`config.mk`:
```
export PLATFORM = sky130hd
export DESIGN_NAME = vhp_port
export DESIGN_NICKNAME = d
export VERILOG_FILES = /design/src/vhp_pkg.sv /design/src/vhp_port.sv /design/src/vhp_sync.sv
export SDC_FILE = /design/constraint.sdc
export NUM_CORES = 1
export LEC_CHECK = 0
export ABC_AREA = 0
export BUFFER_PORTS_ARGS = -buffer_cell sky130_fd_sc_hd__buf_2
export CORE_MARGIN = 2
export CORE_UTILIZATION = 30
export DETAILED_ROUTE_END_ITERATION = 7
export GPL_TIMING_DRIVEN = 0
export PLACE_DENSITY = 0.5
export SLEW_MARGIN = 10
export SYNTH_ARGS = -nofsm -noshare
export SYNTH_HDL_FRONTEND = slang
export SYNTH_SLANG_ARGS = --single-unit
export TNS_END_PERCENT = 100
```
`constraint.sdc`:
```
create_clock -name ref_clk_i -period 1.95 [get_ports ref_clk_i]
set_clock_uncertainty 0.15 [all_clocks]
set_input_delay 0 -clock ref_clk_i [delete_from_list [all_inputs] [get_ports ref_clk_i]]
set_output_delay 0 -clock ref_clk_i [all_outputs]
set_load 0.05 [all_outputs]
```
`src/vhp_pkg.sv`:
```
// Purpose: Shared constants for the video processor host port
// Assumes: Byte-wide host data, 14-bit video memory address
// Notes: Status layout is frame flag, fifth-sprite flag, collision flag, plane number
package vhp_pkg;
  localparam int ADDR_W = 14;
  localparam int DATA_W = 8;
  localparam int PLANE_W = 5;
  localparam int SPR_LIMIT = 4;
  localparam int ST_FRAME_BIT = 7;
  localparam int ST_FIFTH_BIT = 6;
  localparam int ST_COLL_BIT = 5;
  localparam logic [1:0] SETUP_READ = 2'h0;
  localparam logic [1:0] SETUP_WRITE = 2'h1;
  localparam logic [ADDR_W-1:0] ADDR_RST = 14'h0000;
  localparam logic [ADDR_W-1:0] ADDR_ONE = 14'h0001;
  localparam logic [DATA_W-1:0] BYTE_RST = 8'h00;
  localparam logic [2:0] CNT_RST = 3'h0;
  localparam logic [2:0] CNT_ONE = 3'h1;
  localparam logic [2:0] CNT_LIMIT = 3'h4;
  localparam logic [PLANE_W-1:0] PLANE_RST = 5'h00;
endpackage : vhp_pkg

```
`src/vhp_port.sv`:
```
// Purpose: Host access port of a video display processor
// Assumes: Strobes come from external decode of I/O 98 H (memory) and 99 H (control)
// Notes: Strobes are asynchronous and synchronised; actions fire on strobe release
// Contract
// [RQ1] A status read is one byte with write strobe high, read strobe low, mode high, all eight bits driven.
// [RQ2] A memory read is low address byte, high byte with top bits 00, then a data read with mode low.
// [RQ3] Each data byte moved to the host advances the address counter by one.
// [RQ4] External decode makes the read and write strobes only for I/O addresses 98 H and 99 H.
// [RQ5] Address 98 H is a memory data transfer with mode low.
// [RQ6] Address 99 H is a control access with mode high.
// [RQ7] No more than four sprites are shown on any scan line.
// [RQ8] With five or more on a line, the four lowest planes are shown and later ones suppressed.
// [RQ9] Sprite conditions including overflow are reported in the status register.
// [RQ10] Frame, fifth-sprite and collision flags stay set until a status read or reset clears them.
// [RQ11] Overflow with frame flag clear sets the fifth-sprite flag and latches that plane number; the code also needs the fifth-sprite flag clear.
// [RQ12] A write setup sends the second address byte with top bits 01.
// [RQ13] A register write sends data then a byte with top bit 1, four zeros and a 3-bit index.
// [RQ14] The 14-bit address counter wraps from its top back to zero.
`timescale 1ns/1ps
module vhp_port (
  input wire logic ref_clk_i,
  input wire logic rstn_i,
  input wire logic read_strobe_n_i,
  input wire logic write_strobe_n_i,
  input wire logic mode_i,
  input wire logic [7:0] data_i,
  output logic [7:0] data_o,
  output logic data_oe_o,
  output logic [13:0] mem_addr_o,
  output logic mem_rd_o,
  output logic mem_wr_o,
  output logic [7:0] mem_wdata_o,
  input wire logic [7:0] mem_rdata_i,
  output logic reg_wr_o,
  output logic [2:0] reg_idx_o,
  output logic [7:0] reg_data_o,
  input wire logic frame_end_i,
  input wire logic line_start_i,
  input wire logic sprite_hit_i,
  input wire logic [4:0] sprite_plane_i,
  input wire logic collision_i,
  output logic sprite_show_o,
  output logic [7:0] status_o
);
  logic [2:0] pins_s;
  logic rd_n_q, wr_n_q;
  logic [7:0] data_s;
  logic [13:0] addr_q;
  logic [7:0] latch_q;
  logic second_q;
  logic [7:0] stat_q;
  logic [2:0] cnt_q;
  logic rd_done, wr_done, stat_rd, data_rd;
  logic overflow;

  vhp_sync #(.W(3), .RST(3'h7)) u_sync_ctl (
    .ref_clk_i(ref_clk_i),
    .rstn_i(rstn_i),
    .d_i({read_strobe_n_i, write_strobe_n_i, mode_i}),
    .q_o(pins_s)
  );
  vhp_sync #(.W(8), .RST(8'h00)) u_sync_dat (
    .ref_clk_i(ref_clk_i),
    .rstn_i(rstn_i),
    .d_i(data_i),
    .q_o(data_s)
  );

  always_ff @(posedge ref_clk_i or negedge rstn_i) begin
    if (!rstn_i) begin
      rd_n_q <= 1'b1;
      wr_n_q <= 1'b1;
    end else begin
      rd_n_q <= pins_s[2];
      wr_n_q <= pins_s[1];
    end
  end

  // Rising edge of a strobe completes the byte; data is sampled there
  assign rd_done = pins_s[2] && !rd_n_q;
  assign wr_done = pins_s[1] && !wr_n_q;
  assign stat_rd = rd_done && pins_s[0]; // [RQ1] [RQ6]
  assign data_rd = rd_done && !pins_s[0]; // [RQ5]

  // Read data driven while read strobe is low; memory byte prefetched
  always_ff @(posedge ref_clk_i or negedge rstn_i) begin
    if (!rstn_i) begin
      data_o <= vhp_pkg::BYTE_RST;
    end else if (pins_s[0]) begin
      data_o <= stat_q; // [RQ1]
    end else begin
      data_o <= mem_rdata_i; // [RQ2]
    end
  end
  assign data_oe_o = !pins_s[2];

  // Two-byte control sequence: address setup or register write
  always_ff @(posedge ref_clk_i or negedge rstn_i) begin
    if (!rstn_i) begin
      latch_q <= vhp_pkg::BYTE_RST;
      second_q <= 1'b0;
      addr_q <= vhp_pkg::ADDR_RST;
      reg_wr_o <= 1'b0;
      reg_idx_o <= 3'h0;
      reg_data_o <= vhp_pkg::BYTE_RST;
      mem_wr_o <= 1'b0;
      mem_wdata_o <= vhp_pkg::BYTE_RST;
    end else begin
      reg_wr_o <= 1'b0;
      mem_wr_o <= 1'b0;
      if (stat_rd) begin
        second_q <= 1'b0; // Status read resynchronises the byte pairing
      end else if (wr_done && pins_s[0]) begin
        if (!second_q) begin
          latch_q <= data_s;
          second_q <= 1'b1;
        end else begin
          second_q <= 1'b0;
          if (data_s[7]) begin
            reg_wr_o <= 1'b1; // [RQ13]
            reg_idx_o <= data_s[2:0];
            reg_data_o <= latch_q;
          end else begin
            addr_q <= {data_s[5:0], latch_q}; // [RQ2] [RQ12]
          end
        end
      end else if (wr_done || data_rd) begin
        second_q <= 1'b0;
        if (wr_done) begin
          mem_wr_o <= 1'b1;
          mem_wdata_o <= data_s;
        end
        addr_q <= addr_q + vhp_pkg::ADDR_ONE; // [RQ3] [RQ14]
      end
    end
  end
  assign mem_addr_o = addr_q;
  assign mem_rd_o = !pins_s[2] && !pins_s[0];

  // Per-line sprite counter; plane order is the caller's, lowest first
  assign overflow = sprite_hit_i && (cnt_q == vhp_pkg::CNT_LIMIT);
  always_ff @(posedge ref_clk_i or negedge rstn_i) begin
    if (!rstn_i) begin
      cnt_q <= vhp_pkg::CNT_RST;
    end else if (line_start_i) begin
      cnt_q <= vhp_pkg::CNT_RST;
    end else if (sprite_hit_i && cnt_q != vhp_pkg::CNT_LIMIT) begin
      cnt_q <= cnt_q + vhp_pkg::CNT_ONE; // [RQ7]
    end
  end
  assign sprite_show_o = sprite_hit_i && !line_start_i && (cnt_q != vhp_pkg::CNT_LIMIT); // [RQ8]

  // Sticky flags: set wins over the clearing status read
  always_ff @(posedge ref_clk_i or negedge rstn_i) begin
    if (!rstn_i) begin
      stat_q <= vhp_pkg::BYTE_RST;
    end else begin
      if (stat_rd) begin
        stat_q[vhp_pkg::ST_FRAME_BIT] <= frame_end_i; // [RQ10]
        stat_q[vhp_pkg::ST_COLL_BIT] <= collision_i;
        stat_q[vhp_pkg::ST_FIFTH_BIT] <= overflow && !line_start_i;
      end else begin
        if (frame_end_i) stat_q[vhp_pkg::ST_FRAME_BIT] <= 1'b1;
        if (collision_i) stat_q[vhp_pkg::ST_COLL_BIT] <= 1'b1; // [RQ9]
      end
      if (overflow && !line_start_i && !stat_q[vhp_pkg::ST_FRAME_BIT] && !stat_q[vhp_pkg::ST_FIFTH_BIT]) begin
        stat_q[vhp_pkg::ST_FIFTH_BIT] <= 1'b1; // [RQ11]
        stat_q[vhp_pkg::PLANE_W-1:0] <= sprite_plane_i;
      end
    end
  end
  assign status_o = stat_q;

  a_line_limit: assert property (@(posedge ref_clk_i) disable iff (!rstn_i) // [RQ7]
    (cnt_q == vhp_pkg::CNT_LIMIT) |-> !sprite_show_o) else $error("fifth sprite shown");
  a_fifth_set: assert property (@(posedge ref_clk_i) disable iff (!rstn_i) // [RQ11]
    (overflow && !line_start_i && !stat_q[7] && !stat_q[6]) |=> (stat_q[6] && stat_q[4:0] == $past(sprite_plane_i)))
    else $error("fifth flag not latched");
  a_flag_sticky: assert property (@(posedge ref_clk_i) disable iff (!rstn_i) // [RQ10]
    (stat_q[5] && !stat_rd) |=> stat_q[5]) else $error("collision flag lost");
  a_frame_clear: assert property (@(posedge ref_clk_i) disable iff (!rstn_i) // [RQ10]
    (stat_rd && !frame_end_i) |=> !stat_q[7]) else $error("frame flag not cleared");
  a_addr_incr: assert property (@(posedge ref_clk_i) disable iff (!rstn_i) // [RQ3]
    data_rd |=> (addr_q == $past(addr_q) + vhp_pkg::ADDR_ONE)) else $error("address not advanced");
  a_addr_wrap: assert property (@(posedge ref_clk_i) disable iff (!rstn_i) // [RQ14]
    (data_rd && addr_q == 14'h3fff) |=> addr_q == 14'h0000) else $error("address did not wrap");
  a_setup_load: assert property (@(posedge ref_clk_i) disable iff (!rstn_i) // [RQ2]
    (wr_done && pins_s[0] && second_q && !data_s[7]) |=> addr_q == {$past(data_s[5:0]), $past(latch_q)})
    else $error("address setup wrong");
  a_status_drive: assert property (@(posedge ref_clk_i) disable iff (!rstn_i) // [RQ1]
    (!pins_s[2] && pins_s[0] && pins_s[1]) |=> (data_oe_o || $rose(pins_s[2])) && data_o == $past(stat_q))
    else $error("status not driven");
  a_reg_write: assert property (@(posedge ref_clk_i) disable iff (!rstn_i) // [RQ13]
    reg_wr_o |-> ##1 !reg_wr_o) else $error("register write not a pulse");
  a_reg_fields: assert property (@(posedge ref_clk_i) disable iff (!rstn_i) // [RQ13]
    reg_wr_o |-> (reg_idx_o == $past(data_s[2:0]) && reg_data_o == $past(latch_q)))
    else $error("register write fields wrong");
  a_write_incr: assert property (@(posedge ref_clk_i) disable iff (!rstn_i) // [RQ3]
    (wr_done && !pins_s[0]) |=> (addr_q == $past(addr_q) + vhp_pkg::ADDR_ONE))
    else $error("address not advanced on write");
  a_addr_hold: assert property (@(posedge ref_clk_i) disable iff (!rstn_i) // [RQ3]
    !(wr_done || data_rd) |=> addr_q == $past(addr_q)) else $error("address moved without access");
  a_mem_data: assert property (@(posedge ref_clk_i) disable iff (!rstn_i) // [RQ2]
    (!pins_s[2] && !pins_s[0]) |=> data_o == $past(mem_rdata_i)) else $error("memory byte not driven");
  a_show_first: assert property (@(posedge ref_clk_i) disable iff (!rstn_i) // [RQ8]
    (sprite_hit_i && !line_start_i && cnt_q < vhp_pkg::CNT_LIMIT) |-> sprite_show_o)
    else $error("early sprite dropped");
  a_line_reset: assert property (@(posedge ref_clk_i) disable iff (!rstn_i) // [RQ7]
    line_start_i |=> cnt_q == vhp_pkg::CNT_RST) else $error("sprite count not reset");
  a_coll_set: assert property (@(posedge ref_clk_i) disable iff (!rstn_i) // [RQ9]
    collision_i |=> stat_q[vhp_pkg::ST_COLL_BIT]) else $error("collision not reported");
  a_frame_set: assert property (@(posedge ref_clk_i) disable iff (!rstn_i) // [RQ10]
    frame_end_i |=> stat_q[vhp_pkg::ST_FRAME_BIT]) else $error("frame flag not set");
  a_fifth_hold: assert property (@(posedge ref_clk_i) disable iff (!rstn_i) // [RQ10]
    (stat_q[vhp_pkg::ST_FIFTH_BIT] && !stat_rd) |=>
    (stat_q[vhp_pkg::ST_FIFTH_BIT] && $stable(stat_q[vhp_pkg::PLANE_W-1:0])))
    else $error("fifth flag or plane lost");

  c_status_read: cover property (@(posedge ref_clk_i) disable iff (!rstn_i) stat_rd);
  c_mem_read: cover property (@(posedge ref_clk_i) disable iff (!rstn_i) data_rd ##[1:50] data_rd);
  c_overflow: cover property (@(posedge ref_clk_i) disable iff (!rstn_i) overflow);
  c_reg_write: cover property (@(posedge ref_clk_i) disable iff (!rstn_i) reg_wr_o);
  c_addr_wrap: cover property (@(posedge ref_clk_i) disable iff (!rstn_i) data_rd && addr_q == 14'h3fff);
endmodule : vhp_port

```
`src/vhp_sync.sv`:
```
// Purpose: Two-flop synchroniser for a bundle of level inputs
// Assumes: Inputs asynchronous to ref_clk_i
// Notes: First stage is read only by the second stage
`timescale 1ns/1ps
module vhp_sync #(
  parameter int W = 1,
  parameter logic [W-1:0] RST = '1
) (
  input wire logic ref_clk_i,
  input wire logic rstn_i,
  input wire logic [W-1:0] d_i,
  output logic [W-1:0] q_o
);
  logic [W-1:0] s1_q;
  always_ff @(posedge ref_clk_i or negedge rstn_i) begin
    if (!rstn_i) begin
      s1_q <= RST;
      q_o <= RST;
    end else begin
      s1_q <= d_i;
      q_o <= s1_q;
    end
  end
endmodule : vhp_sync

```
Yosys cells after proc, flatten, opt, wreduce, memory -nomap -nowiden

Index checks and enable logic that the tools add are counted.

Output and inout port bits: 54
Memory bits (writable): 0
Memories kept: 0
ROM bits: 0
Latch bits: 0
Word-level logic and storage cells: 85
Flip-flop bits (word level): 87
Bits of input ports: 30

Multiplexer cells: 25
Add/subtract/negate cells: 2
Bitwise gates (word level): 3
Divide/modulo/power cells: 0
Magnitude comparators: 0
Reductions and logical operators: 31
Eq/ne operators: 4
Shifts and indexed selects: 0
$mul: 0

Operator list:

| operator                                       | count |
|---|---|
| two-way mux 14 bit                             | 4 |
| two-way mux 1 bit                              | 18 |
| adder 14 x 1 -> 14 bit (second input constant) | 1 |
| logical AND 1 bit                              | 13 |
| AND reduction 4 bit                            | 3 |
| nonzero test 2 bit                             | 5 |
| two-way mux 8 bit                              | 1 |
| logical NOT 1 bit                              | 7 |
| two-way mux 3 bit                              | 2 |
| != test 2 bit (second input constant)          | 2 |
| adder 3 x 1 -> 3 bit (second input constant)   | 1 |
| == test 3 bit (second input constant)          | 1 |
| != test 3 bit (second input constant)          | 1 |
| inverter 1 bit                                 | 3 |
| AND reduction 3 bit                            | 1 |
| nonzero test 3 bit                             | 1 |
| logical OR 1 bit                               | 1 |

Longest topological paths before layout

Gate-level depths: netlist of run 1.

Word-level depth: 7
Mapped depth: 6
Mapped depth without buffers: 6

Hierarchy

From an unflattened synthesis of run 1, not the netlist that was laid out.

Cells, all modules: 267
Area, all modules: 3543.4 µm²

By module, submodules not included:

| module                | area an instance (µm²) | sequential area each (µm²) | instances | cells an instance |
|---|---|---|---|---|
| vhp_port              | 2985.4                 | 1629.1                     | 1         | 245 |
| vhp_sync (u_sync_dat) | 400.4                  | 400.4                      | 1         | 16 |
| vhp_sync (u_sync_ctl) | 157.7                  | 157.7                      | 1         | 6 |

Least setup slack after synthesis of run 1

No wires, ideal clock.

Path type: register to register
Start point: reg addr_q[0] (netlist: mem_addr_o[0])
End point: reg addr_q[10] (netlist: mem_addr_o[10])
Clock period less this slack: 1914 ps
Data required time: 1676 ps
Arrival: 1640 ps
Slack: 36 ps
Stages on the path, launching flop included: 6
Buffers on the path: 0
Setup time: 124 ps
Path through: dfrtp_1 > ha_1 > nand3_1 > or3_1 > mux2i_1 > a21oi_1

Longest elaborated chain between the ends: 3

Ends and longest elaborated chain:

| element                | RTL line        | text |
|---|---|---|
| from (decl)            | vhp_port.sv:48  | `logic [13:0] addr_q;` |
| from (signal assigned) | vhp_port.sv:102 | `addr_q <= vhp_pkg::ADDR_RST;` |
| from (signal assigned) | vhp_port.sv:124 | `addr_q <= {data_s[5:0], latch_q};` |
| from (signal assigned) | vhp_port.sv:133 | `addr_q <= addr_q + vhp_pkg::ADDR_ONE;` |
| adder 14 x 1 -> 14 bit | vhp_port.sv:133 |  |
| two-way mux 14 bit     | vhp_port.sv:127 | `end else if (wr_done \|\| data_rd) begin` |
| two-way mux 14 bit     | vhp_port.sv:113 | `end else if (wr_done && pins_s[0]) begin` |

Every way passes these cells. The select of a mux whose other input is x is not followed.
A chain may end at the register's enable or synchronous reset.

Final worst setup path of run 1

Start point: reg u_sync_ctl.q_o[0]
End point: reg latch_q[2]

Longest elaborated chain between the ends: 3
Elaborated cells on any way between the ends: 4
Classes of those cells: bitwise: 1; reduce/logical: 3

Ends and longest elaborated chain:

| element                                  | RTL line        | text |
|---|---|---|
| from (decl)                              | vhp_sync.sv:12  | `output logic [W-1:0] q_o` |
| from (signal assigned)                   | vhp_sync.sv:21  | `q_o <= s1_q;` |
| logical AND 1 bit                        | vhp_port.sv:82  | `assign stat_rd = rd_done && pins_s[0];` |
| inverter 1 bit (no source line)          | -               |  |
| AND reduction 3 bit (no source line) (*) | -               |  |
| to (signal assigned)                     | vhp_port.sv:100 | `latch_q <= vhp_pkg::BYTE_RST;` |
| to (signal assigned)                     | vhp_port.sv:115 | `latch_q <= data_s;` |
| to (decl)                                | vhp_port.sv:49  | `logic [7:0] latch_q;` |

Mark *: on every way between the ends. The rest lies on a longest branch, timed or not.

==> flow_summary.yaml, run 1 <==
synthesis:
  postSynthNetCount: 296
  synth_enable_flop_cells: 0
  synth_warnings: 0
  ys_top_cells_by_count: "sky130_fd_sc_hd__dfrtp_1 (79), sky130_fd_sc_hd__mux2_2 (38), sky130_fd_sc_hd__nand2_1 (17)"
  post_synth_xor_area_fraction_pct: 0.252
  synthDominantAreaCellType: "sky130_fd_sc_hd__dfrtp_1"
  muxShareOfSynthArea_pct: 13.6
  post_synth_instance_area_um2: 3480
  synth_compound_gate_area_share_pct: 9.75
  synth_fa_ha_area_share_pct: 1.08
  ys_top_cells_by_area: "sky130_fd_sc_hd__dfrtp_1 (57%), sky130_fd_sc_hd__mux2_2 (12%), sky130_fd_sc_hd__dfstp_2 (6.0%), sky130_fd_sc_hd__a21oi_1 (1.9%), sky130_fd_sc_hd__nand2_1 (1.8%)"
  seq_area_frac_synth_pct: 62.9
  netlist_instances: 263
  syn_area_per_cell_um2: 13.2
  post_synth_top_area_share_pct: 56.8
  yosys.cell_count.top_type: "sky130_fd_sc_hd__dfrtp_1"
  postSynthRegisterBits: 87
  asyncSetResetFlopFracSynth_pct: 100
  yosys_most_used_dff: "sky130_fd_sc_hd__dfrtp_1"
  main_combinational_cell_family_by_area_after_synthesis: "multiplexers"
  synthSimpleGateAreaFrac_pct: 9.75
  yosysUniqueCellTypes: 40
sta:
  achievable-frequency_mhz: 531
  finalWorstSetupSlack_ns: 0.0666
  period_share_pct: 96.6
  setup_total_negative_slack_ns: 0
  worst_slew_pin_slew_ns: 0.512
  finalSetupViolCount: 0
  fin_crit_ns: 1.88
  timing.final.hold_violations: 5
  finalHoldWorstSlack_ns: -0.00453
  max_slew_margin_pct: 65.7
  maxSlewViolCount: 0
global_route:
  maximum_number_of_pins_on_one_net_before_global_route_repair: 57
  grt_antenna_before_repair: 0
  first_global_vias: 2547
  first_pass_grt_wire_length_um: 13100
  global_route.overflow_total: 0
  grt_util_all_layers_pct: 13.6
layout:
  sequential_cell_area_um2: 2190
  nNetsFinal: 421
  final_area_um2: 4720
  final-instance-count-excl-fill: 536
  layout.filler_cells: 1070
  insertedDiodeCount: 0
  drive_gt1_share_pct: 42.5
  area_growth_pct: 35.8
  multiInputGateArea_um2: 1220
  finalCoreUtilization_pct: 41.5
run:
  drv.max_cap_violation_count: 0
setup_path:
  critPathLaunchType: "flop"
  crit_end: "latch_q[2]"
  timing.critical_path.cells: "nand3b_4 -> nor3_4 -> mux2_2"
  timing.critical_path.arrival_ns: 1.95
  timing.rr.start: "u_sync_ctl.q_o[0]"
  critical_path.max_fanout: 9
  end_kind: "flop"
  timing.critical_path.slowest_cell_delay_ns: 0.59
  regToRegSetupSlack_ns: 0.07
  crit-reg2reg-capture: "latch_q[2]"
  required_time_of_the_worst_setup_path_ns: 2.02
  cp_slowest_cell: "sky130_fd_sc_hd__dfstp_2"
  worst_setup_path_startpoint: "u_sync_ctl.q_o[0]"
  worstSetupPathType: "flop to flop"
  worst_r2r_path_depth: 3
floorplan:
  design.portCount: 84
  fp-row-count: 39
  initial_util_pct: 30.6
  core_footprint_um2: 11400
  die_h_um: 112
  fp.dieArea_um2: 12500
  die-width_um: 112
clock_network:
  cts_buffer_count: 9
  cts_max_path_buffers: 2
  tritoncts: "built"
  clkTransAtPathRegs_ns: 0.06
  clock-sinks: 87
  root_buffer: "sky130_fd_sc_hd__clkbuf_16"
  cts_post_setup_buffers_inserted: 0
  clock_latency_ns: 0.33
  cts.htree.levels: 3
power_and_ir_drop:
  fin_total_pwr_mw: 5.67
  leakage_nw: 2.22
  power_density_nw_per_um2: 1200
  ir_worst_vdd_v: 0.000565
routing:
  initial_detailed_routing_violation_count: 100
  drc: 0
  postRouteAntennaNets: 0
  vias_after_detailed_routing: 2540
  post_drt_wl_per_cell_um: 15.1
  first_pass_iters: 4
  finalWirelength_um: 8100
  via_per_inst: 4.74
placement:
  post-place-cells: 490
  pre_cts_slack_ns: 0.0206
  final_weighted_congestion_of_routability_driven_global_placement: 0.849
  dp_hpwl_um: 5630
  placed_cell_area_um2: 4100
  placement.io_buffers: 83
hold_path:
  hold_class: "primary input to async pin"
outcome:
  violations: "hold timing"
  run_status: "finished with violations"
sequential cells by signal, summed over array words and instances, names as in the netlist:
register and cells:
cnt_q 3, data_o 8, latch_q 8, mem_addr_o 14, mem_wdata_o 8, mem_wr_o 1
rd_n_q 1, reg_data_o 8, reg_idx_o 3, reg_wr_o 1, second_q 1, status_o 8
u_sync_ctl.q_o 3, u_sync_ctl.s1_q 3, u_sync_dat.q_o 8, u_sync_dat.s1_q 8, wr_n_q 1
cells in the final DEF, fill, tap and decap left out, types with 4 or more instances in the layout:
master,instances
sky130_fd_sc_hd__buf_2,86
sky130_fd_sc_hd__dfrtp_1,79
sky130_fd_sc_hd__mux2_2,38
sky130_fd_sc_hd__dlygate4sd3_1,30
sky130_fd_sc_hd__nand2_1,15
sky130_fd_sc_hd__a21oi_1,13
sky130_fd_sc_hd__nand3_1,11
sky130_fd_sc_hd__o21ai_0,11
sky130_fd_sc_hd__a31oi_1,9
sky130_fd_sc_hd__clkbuf_16,9
sky130_fd_sc_hd__dfstp_2,8
sky130_fd_sc_hd__nor2_1,7
sky130_fd_sc_hd__nand2b_1,6
sky130_fd_sc_hd__buf_4,5
sky130_fd_sc_hd__nand4_1,5
sky130_fd_sc_hd__inv_1,4
sky130_fd_sc_hd__o22ai_1,4
sky130_fd_sc_hd__clkbuf_8,4
routing by layer:
metal	share of wire (%)	global-route usage, %	wire length [um]	up-vias
li1	-	-	-	1208
met1	46	18.1	3730	1255
met2	47	20.6	3770	62
met3	5.7	3.70	459	15
met4	1.8	6.09	144	0
met5	0	0	0	-
final cells by class:
class	instances	area share, %
sequential	87	46.3
inverter	5	0.397
timing repair buffer	114	15.8
buffer	11	1.64
clock inverter	2	0.265
multi-input combinational	160	25.8
tap	143	3.79
clock buffer	14	6.01
report_power, final:
| part | total [mW] | switching [mW] | internal, mW |
|---|---|---|---|
| clock network | 1.66 | 0.662 | 1.00 |
| registers | 2.35 | 0.266 | 2.09 |
| logic | 1.66 | 1.16 | 0.500 |
worst min-delay path by stage:
stage / from / end / slack [ns] / cells after the start
after global routing: rstn_i / mem_addr_o[6] / 0.04 / 2
after detailed placement: rstn_i / mem_addr_o[6] / -0.18 / 1
final: rstn_i / mem_addr_o[6] / -0.005 / 2
after global placement: mode_i / u_sync_ctl.s1_q[0] / -0.04 / 1
after CTS: rstn_i / mem_addr_o[6] / 0.0006 / 2
after floorplan: rstn_i / cnt_q[0] / -0.45 / 0
cell families after synthesis:
group | count (synthesis)
compound gates | 55
xor+xnor | 1
fa+ha+maj | 3
buf+inv | 16
flops | 87
mux | 42
simple gates | 59
critical path, delay by kind of cell (launching register included):
| family | cells | cell delay, ns |
|---|---|---|
| flops | 1 | 0.59 |
| mux | 1 | 0.40 |
| simple gates | 2 | 0.63 |
timing repair:
action | in CTS | in global routing
setup endpoints to repair | 0 | 6
hold buffers | 30 | 0
endpoints found under the hold margin | 117 | 0
gates resized for setup | 0 | 9
No activity file was read; power rests on OpenSTA's default activity.
==> run 2: changes to the inputs <==
--- a/config.mk
+++ b/config.mk
@@ -6,12 +6,14 @@
 export NUM_CORES = 1
 export LEC_CHECK = 0
 export ABC_AREA = 0
-export BUFFER_PORTS_ARGS = -buffer_cell sky130_fd_sc_hd__buf_2
+export BUFFER_PORTS_ARGS = -buffer_cell sky130_fd_sc_hd__buf_4
 export CORE_MARGIN = 2
 export CORE_UTILIZATION = 30
+export CTS_BUF_LIST = sky130_fd_sc_hd__clkbuf_4 sky130_fd_sc_hd__clkbuf_8
 export DETAILED_ROUTE_END_ITERATION = 7
 export GPL_TIMING_DRIVEN = 0
 export PLACE_DENSITY = 0.5
+export RECOVER_POWER = 100
 export SLEW_MARGIN = 10
 export SYNTH_ARGS = -nofsm -noshare
 export SYNTH_HDL_FRONTEND = slang
==> run 2 against run 1 <==
The run now ends clean. Clock-buffer cell count stayed put. Routed wire length is 2.5% higher. Sequential power hardly changed. Critical path type unchanged. Highest routed layer unchanged.
==> flow_summary.yaml, run 2 (synthesis gave the netlist of run 1 again) <==
sta:
  period_share_pct: 95.7
  timing.final.hold_violations: 0
  finalSetupViolCount: 0
  finalHoldWorstSlack_ns: 0.158
  achievable-frequency_mhz: 536
  max_slew_margin_pct: 20.2
  fin_crit_ns: 1.87
  worst_slew_pin_slew_ns: 1.20
  maxSlewViolCount: 0
floorplan:
  design.portCount: 84
  fp-row-count: 39
  die_h_um: 112
  fp.dieArea_um2: 12500
  core_footprint_um2: 11400
  die-width_um: 112
  initial_util_pct: 30.6
global_route:
  grt_util_met1_pct: 19.0
  globalRouteMet3Util_pct: 3.70
  global_route.usage.met2_pct: 20.7
  global_route.overflow_total: 0
  first_global_vias: 2610
  grt.busiest_layer: "met2"
  grt_antenna_before_repair: 0
  first_pass_grt_wire_length_um: 13500
  maximum_number_of_pins_on_one_net_before_global_route_repair: 88
  grt_util_all_layers_pct: 13.9
setup_path:
  worst_r2r_path_depth: 5
  timing.critical_path.arrival_ns: 1.96
  timing.rr.start: "rd_n_q"
  crit-reg2reg-capture: "mem_addr_o[1]"
  regToRegSetupSlack_ns: 0.08
  critPathLaunchType: "flop"
  worstSetupPathType: "flop to flop"
  end_kind: "flop"
  required_time_of_the_worst_setup_path_ns: 2.04
  critical_path.max_fanout: 6
routing:
  via_per_inst: 4.74
  first_pass_iters: 4
  drc: 0
  post_drt_wl_per_cell_um: 15.4
  vias_after_detailed_routing: 2551
  initial_detailed_routing_violation_count: 110
  postRouteAntennaNets: 0
  finalWirelength_um: 8300
hold_path:
  hold_class: "primary input to flop"
  min_path_cells: 2
  worstHoldEndpoint: "u_sync_dat.s1_q[5]"
  hold_path_startpoint: "data_i[5]"
placement:
  dp_hpwl_um: 5450
  placed_cell_area_um2: 4280
  placement.io_buffers: 83
  final_weighted_congestion_of_routability_driven_global_placement: 0.841
outcome:
  run_status: "finished clean"
layout:
  largest_register_ff_count: 14
  area_growth_pct: 33.7
  multiInputGateArea_um2: 1200
  drive_gt1_share_pct: 29.4
  layout.filler_cells: 1118
  final_cell_mix: "sky130_fd_sc_hd__dfrtp_1 (79), sky130_fd_sc_hd__clkbuf_1 (51), sky130_fd_sc_hd__mux2_2 (38)"
  sequential_cell_area_um2: 2190
  insertedDiodeCount: 0
  layout.cells.most_common: "sky130_fd_sc_hd__dfrtp_1"
  nNetsFinal: 423
  final_area_um2: 4650
clock_network:
  cts_buffer_count: 9
  clkTransAtPathRegs_ns: 0.08
  clock_latency_ns: 0.35
  root_buffer: "sky130_fd_sc_hd__clkbuf_8"
  cts_max_path_buffers: 2
  cts.htree.levels: 3
  tritoncts: "built"
  clock-sinks: 87
run:
  drv.max_cap_violation_count: 0
power_and_ir_drop:
  power_density_nw_per_um2: 1140
  ir_worst_vdd_v: 0.000543
  leakage_nw: 2.04
==> run 2: cell types whose count changed in the layout (fill, tap and decap cells not counted), sizes merged <==
cell and delta:
clkbuf +63, buf -61, bufinv +1, clkinv -1
==> run 2: cell type report <==
class | count | share of cell area (%)
Multi-Input combinational cell | 160 | 25.9
Tap cell | 143 | 3.85
Clock buffer | 14 | 3.87
Clock inverter | 2 | 0.807
Inverter | 5 | 0.403
Timing Repair Buffer | 116 | 16.5
Sequential cell | 87 | 47.0
Buffer | 11 | 1.67
==> run 2: worst max-delay path by stage <==
stage	cells after the start	endpoint	startpoint
after floorplan	5	mem_addr_o[10]	mem_addr_o[0]
after global placement	3	latch_q[2]	u_sync_ctl.q_o[0]
after detailed placement	3	latch_q[1]	u_sync_ctl.q_o[0]
after CTS	3	latch_q[1]	u_sync_ctl.q_o[0]
after global routing	7	cnt_q[0]	cnt_q[0]
final	5	mem_addr_o[1]	rd_n_q
==> run 2: timing repair <==
action / 4_1_cts / 5_1_grt
resized for setup: 0 / 5
endpoints found under the setup margin: 0 / 13
buffers inserted: 0 / 3
hold buffers: 30 / 0
hold endpoints to repair: 109 / 0
==> run 2: layer usage <==
layer	share of wire, %	wire (um)
met5	0	0
met4	1.8	149
met3	5.2	429
met2	47	3890
met1	46	3840
==> run 2: worst max-delay path, cell delays in order (launching register included) <==
cell	delay [ns]
sky130_fd_sc_hd__dfstp_2	0.56
sky130_fd_sc_hd__nor2b_1	0.05
sky130_fd_sc_hd__buf_4	0.16
sky130_fd_sc_hd__o21a_1	0.26
sky130_fd_sc_hd__nor2_2	0.23
sky130_fd_sc_hd__mux2_1	0.35
==> run 2: power breakdown <==
group | internal [mW] | switching [mW] | leakage, nW
Sequential | 2.08 | 0.277 | 1.05
Clock | 0.727 | 0.625 | 0.110
Combinational | 0.456 | 1.16 | 0.883
==> run 2: through the flow <==
step                cells  worst slack (ns)  total power, mW  util (%)  TNS (ns)
finish                538            0.0841             5.33      40.9         0
global placement      489            0.0441             4.12      37.6         0
global route          538          -0.00511             5.62      40.9  -0.00511
CTS                   535            0.0201             5.56      42.2         0
floorplan             263            0.0359             3.52         -         0
detailed placement    489            0.0376             4.13      37.6         0
==> run 3: changes to the inputs <==
--- a/config.mk
+++ b/config.mk
@@ -7,12 +7,14 @@
 export LEC_CHECK = 0
 export ABC_AREA = 0
 export BUFFER_PORTS_ARGS = -buffer_cell sky130_fd_sc_hd__buf_4
+export CELL_PAD_IN_SITES_DETAIL_PLACEMENT = 0
+export CELL_PAD_IN_SITES_GLOBAL_PLACEMENT = 2
 export CORE_MARGIN = 2
 export CORE_UTILIZATION = 30
 export CTS_BUF_LIST = sky130_fd_sc_hd__clkbuf_4 sky130_fd_sc_hd__clkbuf_8
 export DETAILED_ROUTE_END_ITERATION = 7
 export GPL_TIMING_DRIVEN = 0
-export PLACE_DENSITY = 0.5
+export PLACE_DENSITY = 0.69
 export RECOVER_POWER = 100
 export SLEW_MARGIN = 10
 export SYNTH_ARGS = -nofsm -noshare
==> run 3 against run 2 <==
Non-clock buffer count fell by 1. Via count rose by 1.3%. Cell count fell by 0.19%. Die area did not move. Clock power rose by 7%. Combinational power barely moved. Global-route usage barely moved. Total power rose by 1.7%. Sequential power barely moved. Setup slack improved by 0.016 ns. Register-to-register slack improved by 0.02 ns. Largest cell class unchanged. Largest power group unchanged.
==> flow_summary.yaml, run 3 (synthesis gave the netlist of run 1 again) <==
clock_network:
  clock_latency_ns: 0.35
  cts.htree.levels: 3
  cts_buffer_count: 9
  cts_max_path_buffers: 2
  root_buffer: "sky130_fd_sc_hd__clkbuf_8"
  clock-sinks: 87
  clkTransAtPathRegs_ns: 0.09
  tritoncts: "built"
floorplan:
  core_footprint_um2: 11400
  fp.dieArea_um2: 12500
  fp-row-count: 39
  die_h_um: 112
  die-width_um: 112
  design.portCount: 84
  initial_util_pct: 30.6
hold_path:
  hold_path_startpoint: "data_i[7]"
  hold_class: "primary input to flop"
sta:
  period_share_pct: 94.9
  worst_slew_pin_slew_ns: 0.646
  max_slew_margin_pct: 56.9
  finalSetupViolCount: 0
  achievable-frequency_mhz: 540
  finalHoldWorstSlack_ns: 0.153
  finalWorstSetupSlack_ns: 0.0997
  maxSlewViolCount: 0
  timing.final.hold_violations: 0
  rsz0062_at_grt: "false"
  fin_crit_ns: 1.85
setup_path:
  cp_slowest_cell: "sky130_fd_sc_hd__dfstp_2"
  critical_path.max_fanout: 10
  timing.critical_path.cells: "nand3b_4 -> nor3_4 -> buf_6 -> mux2_2"
  required_time_of_the_worst_setup_path_ns: 2.04
  timing.critical_path.arrival_ns: 1.94
  worstSetupPathType: "flop to flop"
  timing.rr.start: "u_sync_ctl.q_o[0]"
  critPathLaunchType: "flop"
  worst_path_dominant_cell_family: "flip-flops"
  worst_setup_path_startpoint: "u_sync_ctl.q_o[0]"
  end_kind: "flop"
  cp.buffers_inverters: 1
  timing.critical_path.slowest_cell_delay_ns: 0.61
routing:
  initial_detailed_routing_violation_count: 109
  first_pass_iters: 4
  post_drt_wl_per_cell_um: 15.4
  drc: 0
  finalWirelength_um: 8270
  postRouteAntennaNets: 0
  via_per_inst: 4.81
  vias_after_detailed_routing: 2583
placement:
  pre_cts_slack_ns: 0.0129
  placement.io_buffers: 83
  final_weighted_congestion_of_routability_driven_global_placement: 0.758
  dp_hpwl_um: 5630
  post-place-cells: 489
layout:
  layout.filler_cells: 1124
  final-instance-count-excl-fill: 537
  insertedDiodeCount: 0
  drive_gt1_share_pct: 28.2
  largest_register_ff_count: 14
  layout.cells.most_common: "sky130_fd_sc_hd__dfrtp_1"
  finalCoreUtilization_pct: 41.0
  nNetsFinal: 422
  final_cell_mix: "sky130_fd_sc_hd__dfrtp_1 (79), sky130_fd_sc_hd__clkbuf_1 (52), sky130_fd_sc_hd__mux2_2 (38)"
  area_growth_pct: 34.1
power_and_ir_drop:
  ir_worst_vdd_v: 0.000501
  power_density_nw_per_um2: 1160
  leakage_nw: 2.05
global_route:
  grt_util_met1_pct: 19.2
  global_route.usage.met2_pct: 20.6
  first_global_vias: 2561
  first_pass_grt_wire_length_um: 13500
  global_route.overflow_total: 0
  grt_util_all_layers_pct: 13.8
  maximum_number_of_pins_on_one_net_before_global_route_repair: 88
  grt_antenna_before_repair: 0
  globalRouteMet3Util_pct: 3.97
  grt.busiest_layer: "met2"
outcome:
  run_status: "finished clean"
run:
  drv.max_cap_violation_count: 0
-- run 3: where the power goes --
| part | total (mW) | switching [mW] | internal [mW] |
|---|---|---|---|
| sequential | 2.35 | 0.271 | 2.08 |
| combinational | 1.61 | 1.16 | 0.451 |
| clock | 1.45 | 0.656 | 0.794 |
| total | 5.42 | 2.09 | 3.33 |
-- run 3: per-layer routing --
metal,vias to the layer above,share of wire (%)
li1,1204,-
met2,75,45
met4,0,1.4
met5,-,0
met1,1294,48
met3,10,5.3
-- run 3: path summary, 6_finish.rpt --
kind,to,slack [ns],cells after the start
max,reg_idx_o[2],0.1,4
min,u_sync_dat.s1_q[7],0.15,2
max reg2reg,reg_idx_o[2],0.1,4
min reg2reg,u_sync_dat.q_o[6],0.20,0
max in group asynchronous,u_sync_ctl.q_o[2],0.28,4
min in group asynchronous,mem_addr_o[2],0.58,3
-- run 3: repair_timing --
action                                  in CTS  in global routing
endpoints found under the setup margin       1                 15
cloned                                       0                  0
buffers inserted                             0                  1
pin swaps                                    0                  1
hold buffers                                30                  1
hold endpoints to repair                   109                 22
gates resized for setup                      0                  2
-- run 3: worst reg2reg max path: cells and delay by family, from the launching register on --
family	cells	cell delay (ns)
buf+inv	1	0.20
flops	1	0.61
simple gates	2	0.42
mux	1	0.35
-- run 3: final cells by class --
cell class | instances | area [um^2] | area share [%]
plain buffers | 10 | 72.6 | 1.56
clock buffers | 12 | 153 | 3.27
clock inverters | 4 | 77.6 | 1.66
inverters | 5 | 18.8 | 0.402
multi-input cells | 160 | 1200 | 25.7
flip-flops and latches | 87 | 2190 | 46.9
well taps | 143 | 179 | 3.84
repair buffers | 116 | 778 | 16.7
-- run 3: per-stage QoR --
stage          TNS, ns  total power, mW  instance area [um^2]
4_1_cts              0             5.65                  4810
3_5_place_dp         0             4.14                  4280
2_1_floorplan        0             3.52                  3480
6_report             0             5.42                  4660
5_1_grt              0             5.69                  4660
3_3_place_gp   -0.0326             4.13                  4280
